File: config.mk
export PLATFORM = sky130hd
export DESIGN_NAME = rlvd_top
export DESIGN_NICKNAME = d
export VERILOG_FILES = /design/src/rlvd_pkg.sv /design/src/rlvd_top.sv /design/src/rlvd_sync.sv /design/src/rlvd_filter.sv
export SDC_FILE = /design/constraint.sdc
export NUM_CORES = 1
export LEC_CHECK = 0
export BUFFER_PORTS_ARGS = -buffer_cell sky130_fd_sc_hd__buf_2
export CORE_MARGIN = 2
export CORE_UTILIZATION = 45
export CTS_CLUSTER_DIAMETER = 200
export CTS_CLUSTER_SIZE = 14
export DETAILED_ROUTE_END_ITERATION = 16
export GPL_ROUTABILITY_DRIVEN = 0
export PLACE_DENSITY = 0.77
export SLEW_MARGIN = 20
export SYNTH_ARGS = -nofsm -noshare
export SYNTH_HDL_FRONTEND = slang
export SYNTH_SLANG_ARGS = --single-unit
File: constraint.sdc
create_clock -name ref_clk -period 2.3 [get_ports ref_clk]
set_clock_uncertainty 0.1 [all_clocks]
set_input_delay 0.345 -clock ref_clk [delete_from_list [all_inputs] [get_ports ref_clk]]
set_output_delay 0.345 -clock ref_clk [all_outputs]
set_load 0.02 [all_outputs]
File: src/rlvd_pkg.sv
// Purpose: Shared constants and types of the reset release and low-voltage detect block
// Assumes: 100 MHz ref_clk, AXI4-Lite register access with 32-bit data
// Notes:   Registers hold their bits in the low byte; upper bits read as zero
package rlvd_pkg;

    localparam int unsigned RLVD_CLK_MHZ      = 100;
    localparam int unsigned RLVD_DELAY_CYCLES = 131072;
    localparam int unsigned RLVD_CNT_W        = 18;
    // Glitch filter on the reset pin, least time rounds up
    localparam int unsigned RLVD_FILT_NS      = 100;
    localparam int unsigned RLVD_FILT_CYC     = (RLVD_FILT_NS * RLVD_CLK_MHZ + 999) / 1000;
    localparam int unsigned RLVD_FILT_W       = 4;

    localparam int unsigned RLVD_ADDR_W       = 4;
    localparam logic [3:0]  RLVD_CTRL_OFS     = 4'h0;
    localparam logic [3:0]  RLVD_STAT_OFS     = 4'h4;
    localparam logic [3:0]  RLVD_RSTS_OFS     = 4'h8;

    // detect_control_reg fields
    localparam int unsigned RLVD_PWR_BIT      = 7;
    localparam int unsigned RLVD_SEL_BIT      = 3;
    localparam int unsigned RLVD_RSTEN_BIT    = 2;
    localparam int unsigned RLVD_FALLEN_BIT   = 1;
    localparam int unsigned RLVD_RISEEN_BIT   = 0;
    localparam logic [7:0]  RLVD_CTRL_RST     = 8'h00;
    // detect_status_reg fields, bits 7..2 always read as one
    localparam int unsigned RLVD_FALL_BIT     = 1;
    localparam int unsigned RLVD_RISE_BIT     = 0;
    localparam logic [7:0]  RLVD_STAT_RSVD    = 8'hFC;
    // Reset status register fields
    localparam int unsigned RLVD_SYSRST_BIT   = 1;
    localparam int unsigned RLVD_VRST_BIT     = 0;

    localparam logic [1:0]  RLVD_RESP_OKAY    = 2'h0;
    localparam logic [1:0]  RLVD_RESP_SLVERR  = 2'h2;

    typedef struct packed {
        logic below_reset;
        logic below_warn;
        logic above_rise;
    } rlvd_cmp_t;

    typedef enum logic [2:0] {
        RLVD_PH_HOLD  = 3'b001,
        RLVD_PH_COUNT = 3'b010,
        RLVD_PH_RUN   = 3'b100
    } rlvd_phase_t;

endpackage

File: src/rlvd_top.sv
// Purpose: Reset-delay prescaler, low-voltage reset and warning units with AXI4-Lite registers
// Assumes: rst_n is the power-on reset; wdt_reset is a synchronous watchdog reset pulse
// Notes:   Comparator levels arrive asynchronously from the analog side
// Operation
// - Pin low holds prescaler and chip reset
// - Release internal reset after 131072 counted cycles
// - Reject reset pin pulses under 100 ns
// - Reset unit idles in standby after power-on
// - Low supply with enable: reset low, prescaler reset
// - Supply back: recount 131072 cycles then release
// - Low-voltage reset keeps power, level, enable bits
// - Warning unit idles in standby after power-on
// - Fall below warning: warn low, flag, irq
// - Rise above threshold: warn high, rise flag, irq
// - Below lower reset threshold performs reset action
// - Flags clear by writing zero after reading one
// - Control bits reset by power-on or watchdog only
`timescale 1ns/1ns
module rlvd_top import rlvd_pkg::*; #(
    parameter int unsigned DELAY_CYCLES = RLVD_DELAY_CYCLES
) (
    input  wire logic       ref_clk,
    input  wire logic       rst_n,
    input  wire logic       ext_reset_pin_n,
    input  wire logic       wdt_reset,
    input  wire rlvd_cmp_t  cmp_async,
    output logic            sys_reset_n,
    output logic            delay_count_done,
    output logic            volt_reset_n,
    output logic            volt_warn_n,
    output logic            external_irq_line0,
    output logic            detector_power_on,
    output logic            reset_level_select,
    input  wire logic       s_axi_awvalid,
    output logic            s_axi_awready,
    input  wire logic [31:0] s_axi_awaddr,
    input  wire logic       s_axi_wvalid,
    output logic            s_axi_wready,
    input  wire logic [31:0] s_axi_wdata,
    input  wire logic [3:0] s_axi_wstrb,
    output logic            s_axi_bvalid,
    input  wire logic       s_axi_bready,
    output logic [1:0]      s_axi_bresp,
    input  wire logic       s_axi_arvalid,
    output logic            s_axi_arready,
    input  wire logic [31:0] s_axi_araddr,
    output logic            s_axi_rvalid,
    input  wire logic       s_axi_rready,
    output logic [31:0]     s_axi_rdata,
    output logic [1:0]      s_axi_rresp
);
    typedef struct packed {
        rlvd_phase_t            phase;
        logic [RLVD_CNT_W-1:0]  count;
        logic                   sys_reset_n;
        logic                   done;
        logic                   volt_reset_n;
        logic                   volt_warn_n;
        logic                   irq;
        logic                   power_on;
        logic                   level_sel;
        logic                   reset_en;
        logic                   fall_en;
        logic                   rise_en;
        logic                   fall_flag;
        logic                   rise_flag;
        logic                   fall_seen;
        logic                   rise_seen;
        logic                   armed;
        logic                   prev_warn;
        logic                   prev_rise;
        logic                   aw_full;
        logic [RLVD_ADDR_W-1:0] awaddr;
        logic                   w_full;
        logic [7:0]             wdata;
        logic                   wlane;
        logic                   awready;
        logic                   wready;
        logic                   bvalid;
        logic [1:0]             bresp;
        logic                   arready;
        logic                   rvalid;
        logic [1:0]             rresp;
        logic [31:0]            rdata;
    } rlvd_state_t;

    localparam rlvd_state_t ST_RST = '{
        phase:   RLVD_PH_HOLD,
        volt_reset_n: 1'b1,
        volt_warn_n:  1'b1,
        power_on:  RLVD_CTRL_RST[RLVD_PWR_BIT],
        level_sel: RLVD_CTRL_RST[RLVD_SEL_BIT],
        reset_en:  RLVD_CTRL_RST[RLVD_RSTEN_BIT],
        fall_en:   RLVD_CTRL_RST[RLVD_FALLEN_BIT],
        rise_en:   RLVD_CTRL_RST[RLVD_RISEEN_BIT],
        awready: 1'b1,
        wready:  1'b1,
        arready: 1'b1,
        default: '0
    };

    rlvd_state_t s;
    rlvd_state_t next_s;
    rlvd_cmp_t   cmp_s;
    logic        pin_filt;
    logic        lv_trip;
    logic        wr_go;
    logic        wr_ctrl;
    logic        rd_go;
    logic [7:0]  ctrl_rd;
    logic [7:0]  stat_rd;

    rlvd_sync u_sync (
        .ref_clk  (ref_clk),
        .rst_n    (rst_n),
        .async_in (cmp_async),
        .sync_out (cmp_s)
    );

    rlvd_filter u_filter (
        .ref_clk (ref_clk),
        .rst_n   (rst_n),
        .raw_n   (ext_reset_pin_n),
        .filt_n  (pin_filt)
    );

    always_comb begin
        ctrl_rd                  = 8'h00;
        ctrl_rd[RLVD_PWR_BIT]    = s.power_on;
        ctrl_rd[RLVD_SEL_BIT]    = s.level_sel;
        ctrl_rd[RLVD_RSTEN_BIT]  = s.reset_en;
        ctrl_rd[RLVD_FALLEN_BIT] = s.fall_en;
        ctrl_rd[RLVD_RISEEN_BIT] = s.rise_en;
        stat_rd                  = RLVD_STAT_RSVD;
        stat_rd[RLVD_FALL_BIT]   = s.fall_flag;
        stat_rd[RLVD_RISE_BIT]   = s.rise_flag;
    end

    assign lv_trip = s.power_on && s.reset_en && cmp_s.below_reset;
    assign wr_go   = s.aw_full && s.w_full && !s.bvalid;
    assign wr_ctrl = wr_go && s.wlane && s.awaddr == RLVD_CTRL_OFS;
    assign rd_go   = s_axi_arvalid && s.arready;

    always_comb begin
        next_s      = s;
        next_s.done = 1'b0;
        next_s.irq  = 1'b0;

        // Write channel capture, either order
        if (s_axi_awvalid && s.awready) begin
            next_s.aw_full = 1'b1;
            next_s.awaddr  = s_axi_awaddr[RLVD_ADDR_W-1:0];
        end
        if (s_axi_wvalid && s.wready) begin
            next_s.w_full = 1'b1;
            next_s.wdata  = s_axi_wdata[7:0];
            next_s.wlane  = s_axi_wstrb[0];
        end
        if (s_axi_bready && s.bvalid) begin
            next_s.bvalid = 1'b0;
        end
        if (wr_go) begin
            next_s.aw_full = 1'b0;
            next_s.w_full  = 1'b0;
            next_s.bvalid  = 1'b1;
            next_s.bresp   = RLVD_RESP_OKAY;
            unique case (s.awaddr)
                RLVD_CTRL_OFS: begin
                    if (s.wlane) begin
                        next_s.power_on  = s.wdata[RLVD_PWR_BIT];
                        next_s.level_sel = s.wdata[RLVD_SEL_BIT];
                        next_s.reset_en  = s.wdata[RLVD_RSTEN_BIT];
                        next_s.fall_en   = s.wdata[RLVD_FALLEN_BIT];
                        next_s.rise_en   = s.wdata[RLVD_RISEEN_BIT];
                    end
                end
                RLVD_STAT_OFS: begin
                    // Writing one has no effect; zero clears only after a read of one
                    if (s.wlane && !s.wdata[RLVD_FALL_BIT] && s.fall_seen) begin
                        next_s.fall_flag = 1'b0;
                        next_s.fall_seen = 1'b0;
                    end
                    if (s.wlane && !s.wdata[RLVD_RISE_BIT] && s.rise_seen) begin
                        next_s.rise_flag = 1'b0;
                        next_s.rise_seen = 1'b0;
                    end
                end
                RLVD_RSTS_OFS: begin
                end
                default: begin
                    next_s.bresp = RLVD_RESP_SLVERR;
                end
            endcase
        end

        // Read channel
        if (s_axi_rready && s.rvalid) begin
            next_s.rvalid = 1'b0;
        end
        if (rd_go) begin
            next_s.rvalid = 1'b1;
            next_s.rresp  = RLVD_RESP_OKAY;
            next_s.rdata  = 32'h0000_0000;
            unique case (s_axi_araddr[RLVD_ADDR_W-1:0])
                RLVD_CTRL_OFS: begin
                    next_s.rdata[7:0] = ctrl_rd;
                end
                RLVD_STAT_OFS: begin
                    next_s.rdata[7:0] = stat_rd;
                    if (s.fall_flag) next_s.fall_seen = 1'b1;
                    if (s.rise_flag) next_s.rise_seen = 1'b1;
                end
                RLVD_RSTS_OFS: begin
                    next_s.rdata[RLVD_SYSRST_BIT] = s.sys_reset_n;
                    next_s.rdata[RLVD_VRST_BIT]   = s.volt_reset_n;
                end
                default: begin
                    next_s.rresp = RLVD_RESP_SLVERR;
                end
            endcase
        end

        // Watchdog reinitialises the control bits, low-voltage reset never does
        if (wdt_reset) begin
            next_s.power_on  = RLVD_CTRL_RST[RLVD_PWR_BIT];
            next_s.level_sel = RLVD_CTRL_RST[RLVD_SEL_BIT];
            next_s.reset_en  = RLVD_CTRL_RST[RLVD_RSTEN_BIT];
            next_s.fall_en   = RLVD_CTRL_RST[RLVD_FALLEN_BIT];
            next_s.rise_en   = RLVD_CTRL_RST[RLVD_RISEEN_BIT];
        end

        // Detection events come after software clears, so a set wins
        next_s.prev_warn = cmp_s.below_warn;
        next_s.prev_rise = cmp_s.above_rise;
        if (!s.power_on) begin
            next_s.volt_warn_n  = 1'b1;
            next_s.volt_reset_n = 1'b1;
            next_s.armed        = 1'b0;
        end else begin
            next_s.volt_reset_n = !lv_trip;
            if (cmp_s.below_warn && !s.prev_warn) begin
                next_s.volt_warn_n = 1'b0;
                next_s.fall_flag   = 1'b1;
                next_s.armed       = 1'b1;
                next_s.irq         = s.fall_en;
            end
            if (cmp_s.above_rise && !s.prev_rise && s.armed && !cmp_s.below_reset) begin
                next_s.volt_warn_n = 1'b1;
                next_s.armed       = 1'b0;
                if (s.rise_en) begin
                    next_s.rise_flag = 1'b1;
                    next_s.irq       = 1'b1;
                end
            end
            if (cmp_s.below_reset) begin
                next_s.armed = 1'b0;
            end
        end
        // Flags belong to the low-voltage reset domain
        if (lv_trip) begin
            next_s.fall_flag = 1'b0;
            next_s.rise_flag = 1'b0;
            next_s.fall_seen = 1'b0;
            next_s.rise_seen = 1'b0;
        end

        // Reset-delay prescaler
        if (!pin_filt || lv_trip) begin
            next_s.phase       = RLVD_PH_HOLD;
            next_s.count       = '0;
            next_s.sys_reset_n = 1'b0;
        end else begin
            unique case (s.phase)
                RLVD_PH_HOLD: begin
                    next_s.phase = RLVD_PH_COUNT;
                    next_s.count = '0;
                end
                RLVD_PH_COUNT: begin
                    if (s.count == RLVD_CNT_W'(DELAY_CYCLES - 1)) begin
                        next_s.phase       = RLVD_PH_RUN;
                        next_s.sys_reset_n = 1'b1;
                        next_s.done        = 1'b1;
                    end else begin
                        next_s.count = s.count + RLVD_CNT_W'(1);
                    end
                end
                RLVD_PH_RUN: begin
                end
            endcase
        end

        next_s.awready = !next_s.aw_full && !next_s.bvalid;
        next_s.wready  = !next_s.w_full && !next_s.bvalid;
        next_s.arready = !next_s.rvalid;
    end

    always_ff @(posedge ref_clk or negedge rst_n) begin
        if (!rst_n) begin
            s <= ST_RST;
        end else begin
            s <= next_s;
        end
    end

    assign sys_reset_n        = s.sys_reset_n;
    assign delay_count_done   = s.done;
    assign volt_reset_n       = s.volt_reset_n;
    assign volt_warn_n        = s.volt_warn_n;
    assign external_irq_line0 = s.irq;
    assign detector_power_on  = s.power_on;
    assign reset_level_select = s.level_sel;
    assign s_axi_awready      = s.awready;
    assign s_axi_wready       = s.wready;
    assign s_axi_bvalid       = s.bvalid;
    assign s_axi_bresp        = s.bresp;
    assign s_axi_arready      = s.arready;
    assign s_axi_rvalid       = s.rvalid;
    assign s_axi_rdata        = s.rdata;
    assign s_axi_rresp        = s.rresp;
endmodule // rlvd_top

File: src/rlvd_sync.sv
// Purpose: Two-stage synchroniser for the comparator outputs
// Assumes: Inputs may change at any time
// Notes:   First stage feeds only the second stage
`timescale 1ns/1ns
module rlvd_sync import rlvd_pkg::*; (
    input  wire logic      ref_clk,
    input  wire logic      rst_n,
    input  wire rlvd_cmp_t async_in,
    output rlvd_cmp_t      sync_out
);
    typedef struct packed {
        rlvd_cmp_t meta;
        rlvd_cmp_t stab;
    } rlvd_sync_st_t;

    rlvd_sync_st_t s;
    rlvd_sync_st_t next_s;

    always_comb begin
        next_s      = s;
        next_s.meta = async_in;
        next_s.stab = s.meta;
    end

    always_ff @(posedge ref_clk or negedge rst_n) begin
        if (!rst_n) begin
            s <= '0;
        end else begin
            s <= next_s;
        end
    end

    assign sync_out = s.stab;
endmodule // rlvd_sync

File: src/rlvd_filter.sv
// Purpose: Noise filter on the external reset pin
// Assumes: Pin sampled synchronously to ref_clk
// Notes:   Level must hold RLVD_FILT_CYC cycles before it is passed on
`timescale 1ns/1ns
module rlvd_filter import rlvd_pkg::*; (
    input  wire logic ref_clk,
    input  wire logic rst_n,
    input  wire logic raw_n,
    output logic      filt_n
);
    typedef struct packed {
        logic [RLVD_FILT_W-1:0] cnt;
        logic                   filt;
    } rlvd_filt_st_t;

    rlvd_filt_st_t s;
    rlvd_filt_st_t next_s;

    always_comb begin
        next_s = s;
        if (raw_n == s.filt) begin
            next_s.cnt = '0;
        end else if (s.cnt == RLVD_FILT_W'(RLVD_FILT_CYC - 1)) begin
            next_s.filt = raw_n;
            next_s.cnt  = '0;
        end else begin
            next_s.cnt = s.cnt + RLVD_FILT_W'(1);
        end
    end

    // Starts in reset: the pin counts as low until proven high
    always_ff @(posedge ref_clk or negedge rst_n) begin
        if (!rst_n) begin
            s <= '0;
        end else begin
            s <= next_s;
        end
    end

    assign filt_n = s.filt;
endmodule // rlvd_filter

==> qor.csv <==
metric;value;unit
outcome;complete, no violations;
p_int;0.002394;W
vias;2474;
fp.dieW;92.25;µm
hold_viol;0;
p_leak;1.790;nW
power_frac_comb;21.6;%
grt_max_degree;75;
maxCapViolCount;0;
routed_via_density;5.133;
synthDistinctLibCells;52;
power.share.sequential;49.6;%
fmax;468.5;MHz
synth_edf_count;0;
num_antenna_cells;0;
slew_headroom;65.31;%
clkLatencyLatePin;0.35;ns
num_rows;32;
worstHoldPathType;input port to flop;
detail-route-antenna-nets;0;
drt_pass1_iterations;4;
start_util;45.83;%
syn2layout_area_growth;12.67;%
synth_area_leaders;dfrtp_1 (49%), buf_4 (7.9%), dfstp_2 (4.5%), o21ai_0 (4.0%), mux2_2 (3.5%);
dp_hpwl;4.668;mm
grt_pass1_wl;10.95;mm
vdd_drop_max;329.8;µV
multi_input_area;1380;µm²
cts_setup_buffers;0;
dieHeight;92.25;µm
cp_max_fo;30;
fill_cells;684;
crit_chain;ha_1 -> nand3_2 -> or3_4 -> o31ai_4 -> buf_12 -> nor3_1 -> o2bb2a_4;
syn_area;3505;µm²
drcViolationCount;0;
antenna_found_initial;0;
rsz0062_at_grt;false;
netlist_top_cells_count;dfrtp_1 (68), buf_4 (37), o21ai_0 (28);
tritoncts;yes;
portBuffers;47;
final_cell_count_no_fill;482;
synth-seq-area-share;53.05;%
seqCellArea;1859;µm²
cts_hold_buf;3;
die_area;8510;µm²
max_slew.worst_pin.slew;0.5181;ns
utilization;51.64;%
whs;0.1233;ns
crit_arrival;2.28;ns
cp.required;2.44;ns
clk_pin_slew;0.08;ns
routedWlPerCell;13.56;µm
wl;6.536;mm
grt_usage;16.43;%
synth_area_leader_cell;dfrtp_1;
p_sw;0.001082;W
cts_made_buffers;9;
swShare;31.12;%
clock-sinks;74;
io_pins;160;
power_frac_clock;28.8;%
critPathKind;flop to flop;
cp-end-kind;flop;
finalSetupViolations;0;
synth-main-ff-cell;dfrtp_1;
powerDensity;880.2;nW/µm²
synthArstFlopShare;100.0;%
slew_violations;0;
fin_crit;2.135;ns
nets;490;
p_total;0.003476;W
cts_root_buf;clkbuf_8;
start_kind;flop;
placed_cells;462;
yosysTopAreaCellShare;48.55;%
htreeDepth;3;
crit_family;simple AND/OR/NAND/NOR gates;
yosysWarningCount;0;
cts_resized;0;
yosysMostFrequentCell;dfrtp_1;
drt_iter0_drc;123;
synthCells;326;
grt_pass1_vias;2373;
core_area;7647;µm²
final_min_period_over_clock_period;92.81;%
drive_gt1_share;26.05;%
fin_tns_setup;0;ns
ys_ff_latch;74;
grt_overflow;0;
slowest_delay;0.43;ns
cp_slowest_cell;or3_4;
synth.avg_cell_area;10.75;µm²
crit_buf_inv;1;
clk_path_buf_depth;2;
[metal layers]
metal  wire, µm  GRT usage (%)
met1       2856          20.69
met3        295          4.437
met5          0              0
met4         84          5.224
met2       3300          27.63
[worst register-to-register path, delay by kind of cell, from the launching register on]
kind / cells / cell delay (ns)
and+or+nand+nor: 3 / 0.60
adders and majority gates: 1 / 0.21
DFF: 1 / 0.42
AOI/OAI and AO/OA: 2 / 0.51
buffers and inverters: 1 / 0.20
[final timing paths]
path / startpoint / to / slack, ns / cells past startpoint
max in group asynchronous: rst_n / volt_warn_n$_DFFE_PN1P_ / 1.31 / 3
worst max register to register: s[73]$_DFFE_PN0P_ / s[88]$_DFFE_PN0P_ / 0.17 / 7
worst min-delay path: s_axi_wdata[7] / s[49]$_DFFE_PN0P_ / 0.12 / 2
worst max-delay path: s[73]$_DFFE_PN0P_ / s[88]$_DFFE_PN0P_ / 0.17 / 7
worst min register to register: u_sync.next_s[1]$_DFF_PN0_ / u_sync.sync_out[1]$_DFF_PN0_ / 0.25 / 0
min in group asynchronous: rst_n / s_axi_bvalid$_DFF_PN0_ / 0.47 / 3
[cell type report]
cell class              count  share of cell area, %
flip-flops and latches     74                  47.08
inverters                  10                  1.014
repair buffers             57                  8.745
well taps                 102                  3.232
clock buffers              11                  3.580
multi-input cells         223                  34.95
clock inverters             5                  1.394
[state kept, by name, indices dropped and copies added, names as in the netlist, 3 cells and up]
register and flops:
u_sync.next_s 3, ctrl_rd 3, s 40, u_filter.s 4
u_sync.sync_out 3, s_axi_rdata 6
[cell families (layout without fill, tap and decap cells)]
family,Yosys count,count (layout),share of synthesized area [%]
AO/OA/AOI/OAI,70,70,12.50
XOR/XNOR,4,4,0.9998
adder cells (fa/ha/maj),3,3,1.071
buffers and inverters,54,83,10.25
flip-flops,74,74,53.05
multiplexers,18,18,5.534
other,1,26,0.1070
AND/OR/NAND/NOR,102,102,16.49
[power groups by stage]
stage	logic (W)	clock network [W]	registers, W
floorplan	0.000593	0	0.00173
global placement	0.000719	0	0.00173
detailed placement	0.000750	0	0.00175
CTS	0.000757	0.00102	0.00172
global route	0.000836	0.00110	0.00176
finish	0.000750	0.00100	0.00172
[cells in the final DEF, fill, tap and decap left out, types with 7 or more instances in the layout]
cell type,instances
nor2_1,17
mux2i_1,7
nand2_1,26
o21ai_0,28
mux2_2,11
inv_1,9
or3_1,8
nand3_1,12
buf_2,47
clkbuf_8,10
a21oi_1,23
conb_1,26
dfrtp_1,68
[stage by stage]
| step | instance area (µm²) | worst slack (ns) |
|---|---|---|
| 5_1_grt | 3949 | 0.05231 |
| 2_1_floorplan | 3598 | 0.2365 |
| 4_1_cts | 3939 | 0.1562 |
| 3_5_place_dp | 3712 | 0.1656 |
| 3_3_place_gp | 3712 | 0.1970 |
| 6_report | 3949 | 0.1654 |
No activity file was read; power rests on OpenSTA's default activity.
